`config.mk`:
```
export PLATFORM = sky130hd
export DESIGN_NAME = gpz_ports
export DESIGN_NICKNAME = d
export VERILOG_FILES = /design/src/inc/gpz_pkg.sv /design/src/gpz_port_bits.sv /design/src/gpz_ports.sv
export SDC_FILE = /design/constraint.sdc
export NUM_CORES = 1
export LEC_CHECK = 0
export BUFFER_PORTS_ARGS = -buffer_cell sky130_fd_sc_hd__buf_2
export CAP_MARGIN = 20
export CORE_ASPECT_RATIO = 0.75
export CORE_MARGIN = 3
export CORE_UTILIZATION = 46
export CTS_BUF_LIST = sky130_fd_sc_hd__clkbuf_4 sky130_fd_sc_hd__clkbuf_8 sky130_fd_sc_hd__clkbuf_16
export CTS_CLUSTER_DIAMETER = 200
export DETAILED_ROUTE_END_ITERATION = 12
export HOLD_SLACK_MARGIN = 0.1
export PLACE_DENSITY = 0.89
export SLEW_MARGIN = 20
export SYNTH_ARGS = -nofsm -noshare
export SYNTH_HDL_FRONTEND = slang
export SYNTH_HIERARCHICAL = 1
export SYNTH_SLANG_ARGS = --single-unit
```
`constraint.sdc`:
```
create_clock -name clk_sys_i -period 1.8 [get_ports clk_sys_i]
set_clock_uncertainty 0.15 [all_clocks]
set_input_delay 0.09 -clock clk_sys_i [delete_from_list [all_inputs] [get_ports clk_sys_i]]
set_output_delay 0.09 -clock clk_sys_i [all_outputs]
set_load 0.02 [all_outputs]
```
`src/inc/gpz_pkg.sv`:
```
// Package of constants for general-purpose ports zero to three
package gpz_pkg;

  // ----------------------------------------------------------------
  // Port widths
  // ----------------------------------------------------------------
  localparam int unsigned PORT0_WIDTH = 7;
  localparam int unsigned PORT1_WIDTH = 8;
  localparam int unsigned PORT2_WIDTH = 8;
  localparam int unsigned PORT3_WIDTH = 2;

  // ----------------------------------------------------------------
  // Values after reset
  // ----------------------------------------------------------------
  // Direction bit one means input
  localparam logic [7:0] DIR_RESET    = 8'hFF;
  localparam logic [7:0] LATCH_RESET  = 8'h00;
  localparam logic [7:0] PULLUP_RESET = 8'h00;
  localparam logic [7:0] MODE_RESET   = 8'h00;
  // Analog configuration bit one means analog input
  localparam logic [7:0] ANALOG_RESET = 8'h00;

  // ----------------------------------------------------------------
  // Special bit positions of port 0
  // ----------------------------------------------------------------
  localparam logic [6:0] PORT0_TTL_CAPABLE = 7'h18;
  localparam logic [6:0] PORT0_OD_CAPABLE  = 7'h1C;

endpackage : gpz_pkg

```
`src/gpz_port_bits.sv`:
```
// One generic port: latch, direction, pull-up, open-drain and read-back
`timescale 1ns/100ps
module gpz_port_bits #(
  parameter int unsigned WIDTH   = 8,
  parameter logic [7:0]  PU_MASK = 8'hFF,
  parameter logic [7:0]  OD_MASK = 8'h00
) (
  // Clock and reset
  input  wire logic             clk_sys_i,
  input  wire logic             reset_i,
  // Software side
  input  wire logic             latch_we_i,
  input  wire logic             dir_we_i,
  input  wire logic             pullup_we_i,
  input  wire logic             od_we_i,
  input  wire logic [WIDTH-1:0] wdata_i,
  input  wire logic [WIDTH-1:0] dig_enable_i,
  output logic      [WIDTH-1:0] rdata_o,
  output logic      [WIDTH-1:0] latch_o,
  output logic      [WIDTH-1:0] dir_o,
  output logic      [WIDTH-1:0] pullup_en_o,
  output logic      [WIDTH-1:0] od_sel_o,
  // Pin side
  input  wire logic [WIDTH-1:0] pin_i,
  output logic      [WIDTH-1:0] pin_o,
  output logic      [WIDTH-1:0] pin_oe_o,
  output logic      [WIDTH-1:0] pin_pullup_o
);

  // ----------------------------------------------------------------
  // Parameter check
  // ----------------------------------------------------------------
  if (WIDTH < 1 || WIDTH > 8)
  begin : g_bad_width
    $error("port width must be 1 to 8");
  end

  logic [WIDTH-1:0] latch_q, latch_d;
  logic [WIDTH-1:0] dir_q, dir_d;
  logic [WIDTH-1:0] pu_q, pu_d;
  logic [WIDTH-1:0] od_q, od_d;

  // Next-state of control registers; absent options stay zero
  always_comb
  begin
    latch_d = latch_we_i ? wdata_i : latch_q;
    dir_d   = dir_we_i ? wdata_i : dir_q;
    pu_d    = pullup_we_i ? (wdata_i & PU_MASK[WIDTH-1:0]) : pu_q;
    od_d    = od_we_i ? (wdata_i & OD_MASK[WIDTH-1:0]) : od_q;
  end

  // Registers; reset forces every bit to input
  always_ff @(posedge clk_sys_i)
  begin
    if (reset_i)
    begin
      latch_q <= gpz_pkg::LATCH_RESET[WIDTH-1:0];
      dir_q   <= gpz_pkg::DIR_RESET[WIDTH-1:0];
      pu_q    <= gpz_pkg::PULLUP_RESET[WIDTH-1:0];
      od_q    <= gpz_pkg::MODE_RESET[WIDTH-1:0];
    end
    else
    begin
      latch_q <= latch_d;
      dir_q   <= dir_d;
      pu_q    <= pu_d;
      od_q    <= od_d;
    end
  end

  // Pin drive; open-drain bits only ever pull low
  always_comb
  begin
    pin_o        = latch_q;
    pin_oe_o     = ~dir_q & dig_enable_i & ~(od_q & latch_q);
    pin_pullup_o = dir_q & pu_q & dig_enable_i;
    rdata_o      = (dir_q & pin_i) | (~dir_q & latch_q);
  end

  assign latch_o     = latch_q;
  assign dir_o       = dir_q;
  assign pullup_en_o = pu_q;
  assign od_sel_o    = od_q;

endmodule : gpz_port_bits

```
`src/gpz_ports.sv`:
```
// Top of general-purpose ports zero to three
//
// Overview of operation
// RQ1: Port 0 has seven bits, each with latch and own direction bit.
// RQ2: Port 0 input bits get pull-up only when their enable bit is set.
// RQ3: Port 0 bits 3 and 4 choose normal or TTL input buffer per bit.
// RQ4: Port 0 bits 2 to 4 become open-drain when their select bit is set.
// RQ5: Reset makes every bit of ports 0, 1 and 3 an input.
// RQ6: Port 1 has eight bits with latches and per-bit direction.
// RQ7: Port 1 input bits get pull-up only when their enable bit is set.
// RQ8: Port 2 has eight bits, no pull-up, shared with analog channels.
// RQ9: Port 2 digital and input direction gives a digital input.
// RQ10: Port 2 digital and output direction drives the latch value.
// RQ11: Port 2 analog input converts only when channel select names it.
// RQ12: Software places digital bits low and analog bits high on port 2.
// RQ13: Reset makes all port 2 pins digital inputs.
// RQ14: Port 3 has two bits with latches and per-bit direction.
// RQ15: Port 3 input bits get pull-up only when their enable bit is set.
// RQ16: Software clears timer channels 0, 5, 6 before port 0 use.
// RQ17: Software clears timer channels 1 and 2 before port 1 use.
// RQ18: Software clears timer channel 3 before port 3 bit 1 use.
// RQ19: Software clears both clock-out enables before port 1 bit 5 use.
// RQ20: Software clears one-hertz output enable before port 3 bit 0 use.
// RQ21: Reads give pin level for inputs, latch for outputs; writes hit latch.
`timescale 1ns/100ps
module gpz_ports (
  // Clock and reset
  input  wire logic       clk_sys_i,
  input  wire logic       reset_i,
  // Shared write data
  input  wire logic [7:0] wdata_i,
  // Port 0 software side
  input  wire logic       port0_latch_we_i,
  input  wire logic       port0_direction_we_i,
  input  wire logic       port0_pullup_enable_we_i,
  input  wire logic       port0_input_buffer_select_we_i,
  input  wire logic       port0_opendrain_select_we_i,
  output logic      [6:0] port0_rdata_o,
  output logic      [6:0] port0_direction_o,
  output logic      [6:0] port0_input_buffer_select_o,
  output logic      [6:0] port0_opendrain_select_o,
  // Port 0 pins
  input  wire logic [6:0] port0_pin_i,
  input  wire logic [6:0] port0_pin_ttl_i,
  output logic      [6:0] port0_pin_o,
  output logic      [6:0] port0_pin_oe_o,
  output logic      [6:0] port0_pullup_o,
  output logic      [6:0] port0_ttl_buffer_o,
  // Port 1 software side
  input  wire logic       port1_latch_we_i,
  input  wire logic       port1_direction_we_i,
  input  wire logic       port1_pullup_enable_we_i,
  output logic      [7:0] port1_rdata_o,
  output logic      [7:0] port1_direction_o,
  // Port 1 pins
  input  wire logic [7:0] port1_pin_i,
  output logic      [7:0] port1_pin_o,
  output logic      [7:0] port1_pin_oe_o,
  output logic      [7:0] port1_pullup_o,
  // Port 2 software side
  input  wire logic       port2_latch_we_i,
  input  wire logic       port2_direction_we_i,
  input  wire logic       analog_pin_configuration_we_i,
  input  wire logic [2:0] converter_channel_select_i,
  output logic      [7:0] port2_rdata_o,
  output logic      [7:0] port2_direction_o,
  output logic      [7:0] analog_pin_configuration_o,
  output logic            analog_convert_enable_o,
  output logic            analog_setting_error_o,
  // Port 2 pins
  input  wire logic [7:0] port2_pin_i,
  output logic      [7:0] port2_pin_o,
  output logic      [7:0] port2_pin_oe_o,
  output logic      [7:0] port2_analog_path_o,
  // Port 3 software side
  input  wire logic       port3_latch_we_i,
  input  wire logic       port3_direction_we_i,
  input  wire logic       port3_pullup_enable_we_i,
  output logic      [1:0] port3_rdata_o,
  output logic      [1:0] port3_direction_o,
  // Port 3 pins
  input  wire logic [1:0] port3_pin_i,
  output logic      [1:0] port3_pin_o,
  output logic      [1:0] port3_pin_oe_o,
  output logic      [1:0] port3_pullup_o
);

  // ----------------------------------------------------------------
  // Port 0
  // ----------------------------------------------------------------
  logic [6:0] p0_pin_sel;
  logic [6:0] p0_latch;
  logic [6:0] p0_pu;
  logic [6:0] ibs_q, ibs_d;

  // Input buffer select exists only on the TTL-capable bits
  always_comb
  begin
    ibs_d = port0_input_buffer_select_we_i ?
            (wdata_i[6:0] & gpz_pkg::PORT0_TTL_CAPABLE) : ibs_q; // [RQ3]
  end

  always_ff @(posedge clk_sys_i)
  begin
    if (reset_i)
      ibs_q <= gpz_pkg::MODE_RESET[6:0];
    else
      ibs_q <= ibs_d;
  end

  // Chosen buffer feeds the read path per bit
  assign p0_pin_sel = (ibs_q & port0_pin_ttl_i) | (~ibs_q & port0_pin_i); // [RQ3]
  assign port0_ttl_buffer_o          = ibs_q;
  assign port0_input_buffer_select_o = ibs_q;

  // Seven bits, pull-up on all, open-drain on bits 2 to 4
  gpz_port_bits #(
    .WIDTH   (gpz_pkg::PORT0_WIDTH),
    .PU_MASK (8'h7F),
    .OD_MASK ({1'b0, gpz_pkg::PORT0_OD_CAPABLE})
  ) u_port0 ( // [RQ1] [RQ2] [RQ4] [RQ5] [RQ21]
    .clk_sys_i    (clk_sys_i),
    .reset_i      (reset_i),
    .latch_we_i   (port0_latch_we_i),
    .dir_we_i     (port0_direction_we_i),
    .pullup_we_i  (port0_pullup_enable_we_i),
    .od_we_i      (port0_opendrain_select_we_i),
    .wdata_i      (wdata_i[6:0]),
    .dig_enable_i (7'h7F),
    .rdata_o      (port0_rdata_o),
    .latch_o      (p0_latch),
    .dir_o        (port0_direction_o),
    .pullup_en_o  (p0_pu),
    .od_sel_o     (port0_opendrain_select_o),
    .pin_i        (p0_pin_sel),
    .pin_o        (port0_pin_o),
    .pin_oe_o     (port0_pin_oe_o),
    .pin_pullup_o (port0_pullup_o)
  );

  // ----------------------------------------------------------------
  // Port 1
  // ----------------------------------------------------------------
  gpz_port_bits #(
    .WIDTH   (gpz_pkg::PORT1_WIDTH),
    .PU_MASK (8'hFF),
    .OD_MASK (8'h00)
  ) u_port1 ( // [RQ6] [RQ7] [RQ5] [RQ21]
    .clk_sys_i    (clk_sys_i),
    .reset_i      (reset_i),
    .latch_we_i   (port1_latch_we_i),
    .dir_we_i     (port1_direction_we_i),
    .pullup_we_i  (port1_pullup_enable_we_i),
    .od_we_i      (1'b0),
    .wdata_i      (wdata_i),
    .dig_enable_i (8'hFF),
    .rdata_o      (port1_rdata_o),
    .latch_o      (),
    .dir_o        (port1_direction_o),
    .pullup_en_o  (),
    .od_sel_o     (),
    .pin_i        (port1_pin_i),
    .pin_o        (port1_pin_o),
    .pin_oe_o     (port1_pin_oe_o),
    .pin_pullup_o (port1_pullup_o)
  );

  // ----------------------------------------------------------------
  // Port 2 with analog sharing
  // ----------------------------------------------------------------
  logic [7:0] apc_q, apc_d;
  logic [7:0] p2_dig_en;
  logic [7:0] p2_rdata_raw;

  // Analog configuration register, one bit per pin
  always_comb
  begin
    apc_d = analog_pin_configuration_we_i ? wdata_i : apc_q;
  end

  always_ff @(posedge clk_sys_i)
  begin
    if (reset_i)
      apc_q <= gpz_pkg::ANALOG_RESET; // [RQ13]
    else
      apc_q <= apc_d;
  end

  // Analog pins never drive, even if software breaks the setting
  assign p2_dig_en = ~apc_q; // [RQ9] [RQ10]

  // No pull-up on this port
  gpz_port_bits #(
    .WIDTH   (gpz_pkg::PORT2_WIDTH),
    .PU_MASK (8'h00),
    .OD_MASK (8'h00)
  ) u_port2 ( // [RQ8] [RQ13] [RQ21]
    .clk_sys_i    (clk_sys_i),
    .reset_i      (reset_i),
    .latch_we_i   (port2_latch_we_i),
    .dir_we_i     (port2_direction_we_i),
    .pullup_we_i  (1'b0),
    .od_we_i      (1'b0),
    .wdata_i      (wdata_i),
    .dig_enable_i (p2_dig_en),
    .rdata_o      (p2_rdata_raw),
    .latch_o      (),
    .dir_o        (port2_direction_o),
    .pullup_en_o  (),
    .od_sel_o     (),
    .pin_i        (port2_pin_i),
    .pin_o        (port2_pin_o),
    .pin_oe_o     (port2_pin_oe_o),
    .pin_pullup_o ()
  );

  // Analog bits read as zero; digital bits read as usual
  assign port2_rdata_o = p2_rdata_raw & ~apc_q; // [RQ9]
  assign analog_pin_configuration_o = apc_q;
  assign port2_analog_path_o = apc_q & port2_direction_o; // [RQ11]
  // Conversion only of the named channel when it is an analog input
  assign analog_convert_enable_o = port2_analog_path_o[converter_channel_select_i]; // [RQ11]
  // Flags the prohibited analog-plus-output combination
  assign analog_setting_error_o = |(apc_q & ~port2_direction_o); // [RQ11]

  // ----------------------------------------------------------------
  // Port 3
  // ----------------------------------------------------------------
  gpz_port_bits #(
    .WIDTH   (gpz_pkg::PORT3_WIDTH),
    .PU_MASK (8'h03),
    .OD_MASK (8'h00)
  ) u_port3 ( // [RQ14] [RQ15] [RQ5] [RQ21]
    .clk_sys_i    (clk_sys_i),
    .reset_i      (reset_i),
    .latch_we_i   (port3_latch_we_i),
    .dir_we_i     (port3_direction_we_i),
    .pullup_we_i  (port3_pullup_enable_we_i),
    .od_we_i      (1'b0),
    .wdata_i      (wdata_i[1:0]),
    .dig_enable_i (2'h3),
    .rdata_o      (port3_rdata_o),
    .latch_o      (),
    .dir_o        (port3_direction_o),
    .pullup_en_o  (),
    .od_sel_o     (),
    .pin_i        (port3_pin_i),
    .pin_o        (port3_pin_o),
    .pin_oe_o     (port3_pin_oe_o),
    .pin_pullup_o (port3_pullup_o)
  );

  // ----------------------------------------------------------------
  // Checks
  // ----------------------------------------------------------------
  chk_p0_pullup_gate: assert property (@(posedge clk_sys_i) disable iff (reset_i) // [RQ2]
    port0_pullup_o == (p0_pu & port0_direction_o)) else $error("p0 pullup");
  chk_p0_ttl_bits: assert property (@(posedge clk_sys_i) disable iff (reset_i) // [RQ3]
    (ibs_q & 7'h67) == 7'h00) else $error("ttl bit outside 3..4");
  chk_p0_od_drive: assert property (@(posedge clk_sys_i) disable iff (reset_i) // [RQ4]
    (port0_pin_oe_o & port0_opendrain_select_o & p0_latch) == 7'h00)
    else $error("open drain drove high");
  // Looks one cycle past a sampled reset, so start-up needs no history
  chk_reset_inputs: assert property (@(posedge clk_sys_i) // [RQ5]
    reset_i |=> (port0_pin_oe_o == 7'h00 && port1_pin_oe_o == 8'h00
    && port3_pin_oe_o == 2'h0)) else $error("drive after reset");
  chk_p1_latch_write: assert property (@(posedge clk_sys_i) disable iff (reset_i) // [RQ6]
    port1_latch_we_i ##1 (port1_direction_o == 8'h00) |-> port1_rdata_o == $past(wdata_i))
    else $error("p1 latch readback");
  chk_p1_pullup_out: assert property (@(posedge clk_sys_i) disable iff (reset_i) // [RQ7]
    (port1_pullup_o & ~port1_direction_o) == 8'h00) else $error("p1 pullup on output");
  chk_p2_analog_quiet: assert property (@(posedge clk_sys_i) disable iff (reset_i) // [RQ10]
    (port2_pin_oe_o & apc_q) == 8'h00) else $error("analog pin driven");
  chk_p2_reset_state: assert property (@(posedge clk_sys_i) // [RQ13]
    reset_i |=> (apc_q == 8'h00 && port2_direction_o == 8'hFF))
    else $error("p2 reset state");
  chk_p3_read_input: assert property (@(posedge clk_sys_i) disable iff (reset_i) // [RQ21]
    port3_direction_o == 2'h3 |-> port3_rdata_o == port3_pin_i)
    else $error("p3 read input");

endmodule : gpz_ports

```
# == Word-level counts from Yosys, hierarchy flattened ==
# Index checks and enable logic that the tools add are counted.
# classes
magnitude_cmp,1
muxes,2
bitwise_logic,31
reduce_logical,1
# ops
cell,count
8-bit bitwise AND,9
7-bit bitwise AND,5
8-bit inverter,3
8-bit bitwise OR,2
5-bit by 7-bit bitwise AND with 7-bit output,2
7-bit inverter,2
7-bit bitwise OR,2
8-bit OR reduction,1
5-bit inverter with 7-bit output,1
2-bit bitwise AND,3
"3-bit by 4-bit < comparator with 1-bit output, second input constant",1
1-bit binary-select mux with 3-bit select,1
2-bit inverter,1
2-bit bitwise OR,1
1-bit 2-to-1 mux,1
# word_totals
register_bits,80
input_bits,59
output_inout_bits,156
word_cells,49

# == Longest topological paths before layout ==
# depth
ltp_word,5
depth_mapped,3
depth_no_buf,3

# == Hierarchy ==
# Netlist, hierarchy kept.
# modules_own_cells
mod,instances,cells_per_inst,area_per_inst_um2,seq_area_each_um2
gpz_port_bits at u_port1,1,118,1184.9,480.5
gpz_port_bits at u_port0,1,113,1118.6,480.5
gpz_port_bits at u_port2,1,101,973.4,320.3
gpz_ports,1,80,709.4,200.2
gpz_port_bits at u_port3,1,29,294.0,120.1

# == Worst setup path before layout ==
# OpenSTA, ideal clock, no wires.
# synth_path
path_type,register -> output
startpoint,"register u_port2.dir_q[2], in the netlist u_port2/dir_o[2]"
endpoint,output port analog_convert_enable_o
arrival_ps,1466
t_required_ps,1560
slack_ps,94
path_stages_with_launch,4
n_path_buf,0
cell_sequence,dfxtp_1 and2_1 mux4_1 mux2_2
# synth_between
elab_chain_len,3
# synth_lines
item,line,source
"start, declared",gpz_port_bits.sv:39,"logic [WIDTH-1:0] dir_q, dir_d;"
"start signal, assigned",gpz_port_bits.sv:58,dir_q <= gpz_pkg::DIR_RESET[WIDTH-1:0];
"start signal, assigned",gpz_port_bits.sv:65,dir_q <= dir_d;
8-bit bitwise AND,gpz_ports.sv:220,assign port2_analog_path_o = apc_q & port2_direction_o;
via port2_analog_path_o[2],gpz_ports.sv:74,"output logic [7:0] port2_analog_path_o,"
1-bit binary-select mux with 3-bit select,gpz_ports.sv:222,assign analog_convert_enable_o = port2_analog_path_o[converter_channel_select_i];
1-bit 2-to-1 mux (implied by the code),gpz_ports.sv:222,
"end, declared",gpz_ports.sv:68,"output logic analog_convert_enable_o,"
# The timed path passes the listed nets, and every way through them passes these cells. The select of a mux whose other input is x is not followed.

# == Worst setup path in the final report ==
# layout_path
startpoint,"register apc_q[0], in the netlist analog_pin_configuration_o[0]"
endpoint,output port analog_convert_enable_o
# layout_between
elab_chain_len,3
# layout_lines
item,line,source
"start, declared",gpz_ports.sv:171,"logic [7:0] apc_q, apc_d;"
"start signal, assigned",gpz_ports.sv:184,apc_q <= gpz_pkg::ANALOG_RESET;
"start signal, assigned",gpz_ports.sv:186,apc_q <= apc_d;
8-bit bitwise AND,gpz_ports.sv:220,
1-bit binary-select mux with 3-bit select,gpz_ports.sv:222,
1-bit 2-to-1 mux (implied by the code),gpz_ports.sv:222,
# Every way passes these cells. The select of a mux whose other input is x is not followed.

==> flow_results.org <==
** STA
- The total count of hold-check failures in the final report is 0.
- Final Max Slew Viols :: 0
- Final critical-path required period :: 1900 ps
- In the finished design, the share of the clock period the worst path needs comes to 1.06.
- On the final layout, the worst hold slack is roughly 330 ps.
- Final critical-path setup slack :: -104 ps
- RSZ-0062 raised after global routing :: yes
- Setup violations remaining at the end of the flow were counted as 2.
- Final setup TNS :: -195 ps
- Peak Freq :: 525 MHz

** Yosys
- Averaged over all synthesized cells, the footprint is roughly 10 um2.
- Cell count after synthesis :: 404
- Mapped Area :: 4010 um2
- Synth Warn # :: 6

** Finish
- For this run, the post-layout net count is 703.
- In the final layout, the share of cells above drive strength 1 is 0.471.
- Across the whole layout, storage elements account for ~1600 um2.
- Area of the multi-input gates :: 2150 um2
- With fillers left out, the area of the finished cells amounts to 5730 um2.
- Total inserted antenna cells :: 0
- The filler cells instantiated in the layout total between 600 and 700.
- Layout-stage area growth over the synthesis result :: 42.7%

** Place
- Count of input and output buffers :: 195
- Area after DPL :: 4930 um2
- Detailed placement ended at an HPWL of between 8000 and 9000 um.
- The congestion estimate from routability-driven global placement came to 0.831.

** Worst setup path
- Crit-path max cell delay :: roughly 460 ps
- The critical path in this run is classified as reg2out.
- Family with the most delay on the worst path :: multiplexers
- Arrival time at the worst endpoint :: 1660 ps
- Type of element launching the critical path :: flip-flop
- Cell-by-cell listing of the critical path :: and2_4 -> mux4_2 -> mux2_4 -> buf_6
- Number of buffers and inverters on the critical path :: 1
- Nature of the critical path endpoint :: primary output
- Cell with the biggest individual delay on the critical path :: mux4_2
- STA puts the critical path data required time at 1560 ps.
- Biggest fanout along the worst timing path :: 2

** Floorplan
- After floorplanning, the core was sized to cover 8200 um2.
- For this configuration, the core starts out at a cell density of 0.490.
- ~220 I/O pins were placed.
- The floorplan has 28 rows.
- In this run the vertical extent of the chip is slightly below 90 um.
- Floorplan die area :: between 9000 and 10000 um2
- The die is 114 um wide.

** Route
- First-pass detailed-route iteration total :: 4
- For this block, the via count after detailed routing is between 3000 and 4000.
- After detailed routing, the total wire length is approximately 12000 um.
- Number of DRC violations after detailed routing :: 0
- Count of nets left with antenna violations after detail routing :: 0
- The first routing iteration left 232 violations.
- In the final routed layout, each cell accounts on average for approximately 16 um.
- Using the TritonRoute via totals, the vias-per-cell ratio works out to 4.96.

** Clocking
- The clock drives 80 sinks.
- After clock tree synthesis, the clock-pin slew on the worst setup and hold paths is around 60 ps.
- The clock tree synthesis step divided the H-tree into 3 levels.
- Counting the buffers created by CTS gives 9.
- Clock latency at the later pin of the worst-skew pair :: 310 ps
- No sink is reached through more buffers than the 2 on the longest clock path.
- The cell sitting at the root of the clock tree is a clkbuf_16.
- TritonCTS built the clock tree.

** Pwr
- Leakage power :: 0.00303 uW
- For this design the ratio of total power to cell area is between 800 and 900 nW/um2.
- Across the VDD grid, the largest voltage drop is 0.477 mV.

** Global route
- Entering global routing, the biggest net connects 81 pins.
- Remaining global-route overflow :: 0
- The number of antenna violations at the first check in global routing came to 0.
- Across every metal layer, demand over resource in global routing totals 0.227.
- The first global-routing pass estimated 17900 um of wire.
- The via count of the first global-routing pass is roughly 3700.

** Status
- The final reports fail on setup timing.
- The flow ran to the end, but the final reports show violations.

** Flow run
- Across the run, the number of max-cap violations was 0.

** Hold path
- Hold/Removal Path Class :: reg2reg
[report_power, final]
part | internal [uW] | total, uW | switching (uW)
Sequential | 1890 | 1980 | 96.6
Combinational | 504 | 1160 | 654
Clock | 1000 | 1690 | 692
Total | 3390 | 4830 | 1440
[metrics by stage]
stage                      util  cells  total power [uW]  setup WS (ps)
after floorplan               -    449              2730           93.9
after detailed placement  0.601    698              3030            140
after CTS                 0.685    749              4820           -118
after global placement    0.601    698              3000            157
final                     0.699    753              4830           -104
after global routing      0.699    753              5040           -152
[worst reg2reg max path, cell delays in order, from the launching register on]
cell and delay (ps):
dfxtp_1 350, nor2b_1 140, a211o_2 260, dlygate4sd3_1 550
[flip-flops by register name, summed over array words and instances, names as in the netlist, 3 cells and up]
register	count
u_port1/latch_o	8
u_port0/pullup_en_o	7
u_port0/od_sel_o	3
u_port1/pullup_en_o	8
u_port2/latch_o	8
analog_pin_configuration_o	8
u_port0/latch_o	7
u_port1/dir_o	8
u_port0/dir_o	7
u_port2/dir_o	8
[area by class of cell]
cell class / instances / share of cell area
Tap cell: 105 / 0.0229
Timing Repair Buffer: 241 / 0.260
Clock inverter: 4 / 0.00524
Sequential cell: 80 / 0.283
Inverter: 11 / 0.00852
Multi-Input combinational cell: 301 / 0.376
Clock buffer: 11 / 0.0441
[layout by cell type, fill, tap and decap left out, types with 2 or more instances in the layout]
cell / count
mux2_2: 27
and2_4: 8
dlygate4sd3_1: 29
dfxtp_4: 2
buf_6: 8
nor2b_1: 47
dfxtp_2: 11
clkinvlp_4: 4
o22ai_2: 3
a211o_1: 13
and3_2: 2
inv_4: 3
and3_1: 15
nor2_1: 55
inv_1: 7
clkbuf_8: 2
dfxtp_1: 67
nor2b_2: 2
buf_4: 9
buf_2: 191
mux4_2: 2
mux2i_1: 55
and2b_2: 3
a211o_2: 12
clkbuf_16: 11
and2b_1: 3
a211oi_1: 3
conb_1: 48
[metal layers]
| metal | track usage | part of all wire |
|---|---|---|
| met1 | 0.266 | 0.40 |
| met3 | 0.0611 | 0.086 |
| met2 | 0.413 | 0.50 |
| met4 | 0.0604 | 0.0080 |
| met5 | 0 | 0 |
[path summary, 6_finish.rpt]
path / depth (start not counted) / slack [ps] / start / endpoint
max: 4 / -100 / analog_pin_configuration_o[0] / analog_convert_enable_o
min: 2 / 330 / u_port1/pullup_en_o[4] / u_port1/pullup_en_o[4]
max reg2reg: 3 / 240 / u_port1/dir_o[7] / u_port1/dir_o[7]
min reg2reg: 2 / 330 / u_port1/pullup_en_o[4] / u_port1/pullup_en_o[4]
[timing repair]
action	4_1_cts	5_1_grt
hold buffers	29	0
cloned	0	2
resized for setup	31	16
pin swaps	3	1
endpoints found under the hold margin	79	0
endpoints found under the setup margin	2	5
setup buffers	7	2
Power figures use the tool's default switching activity.
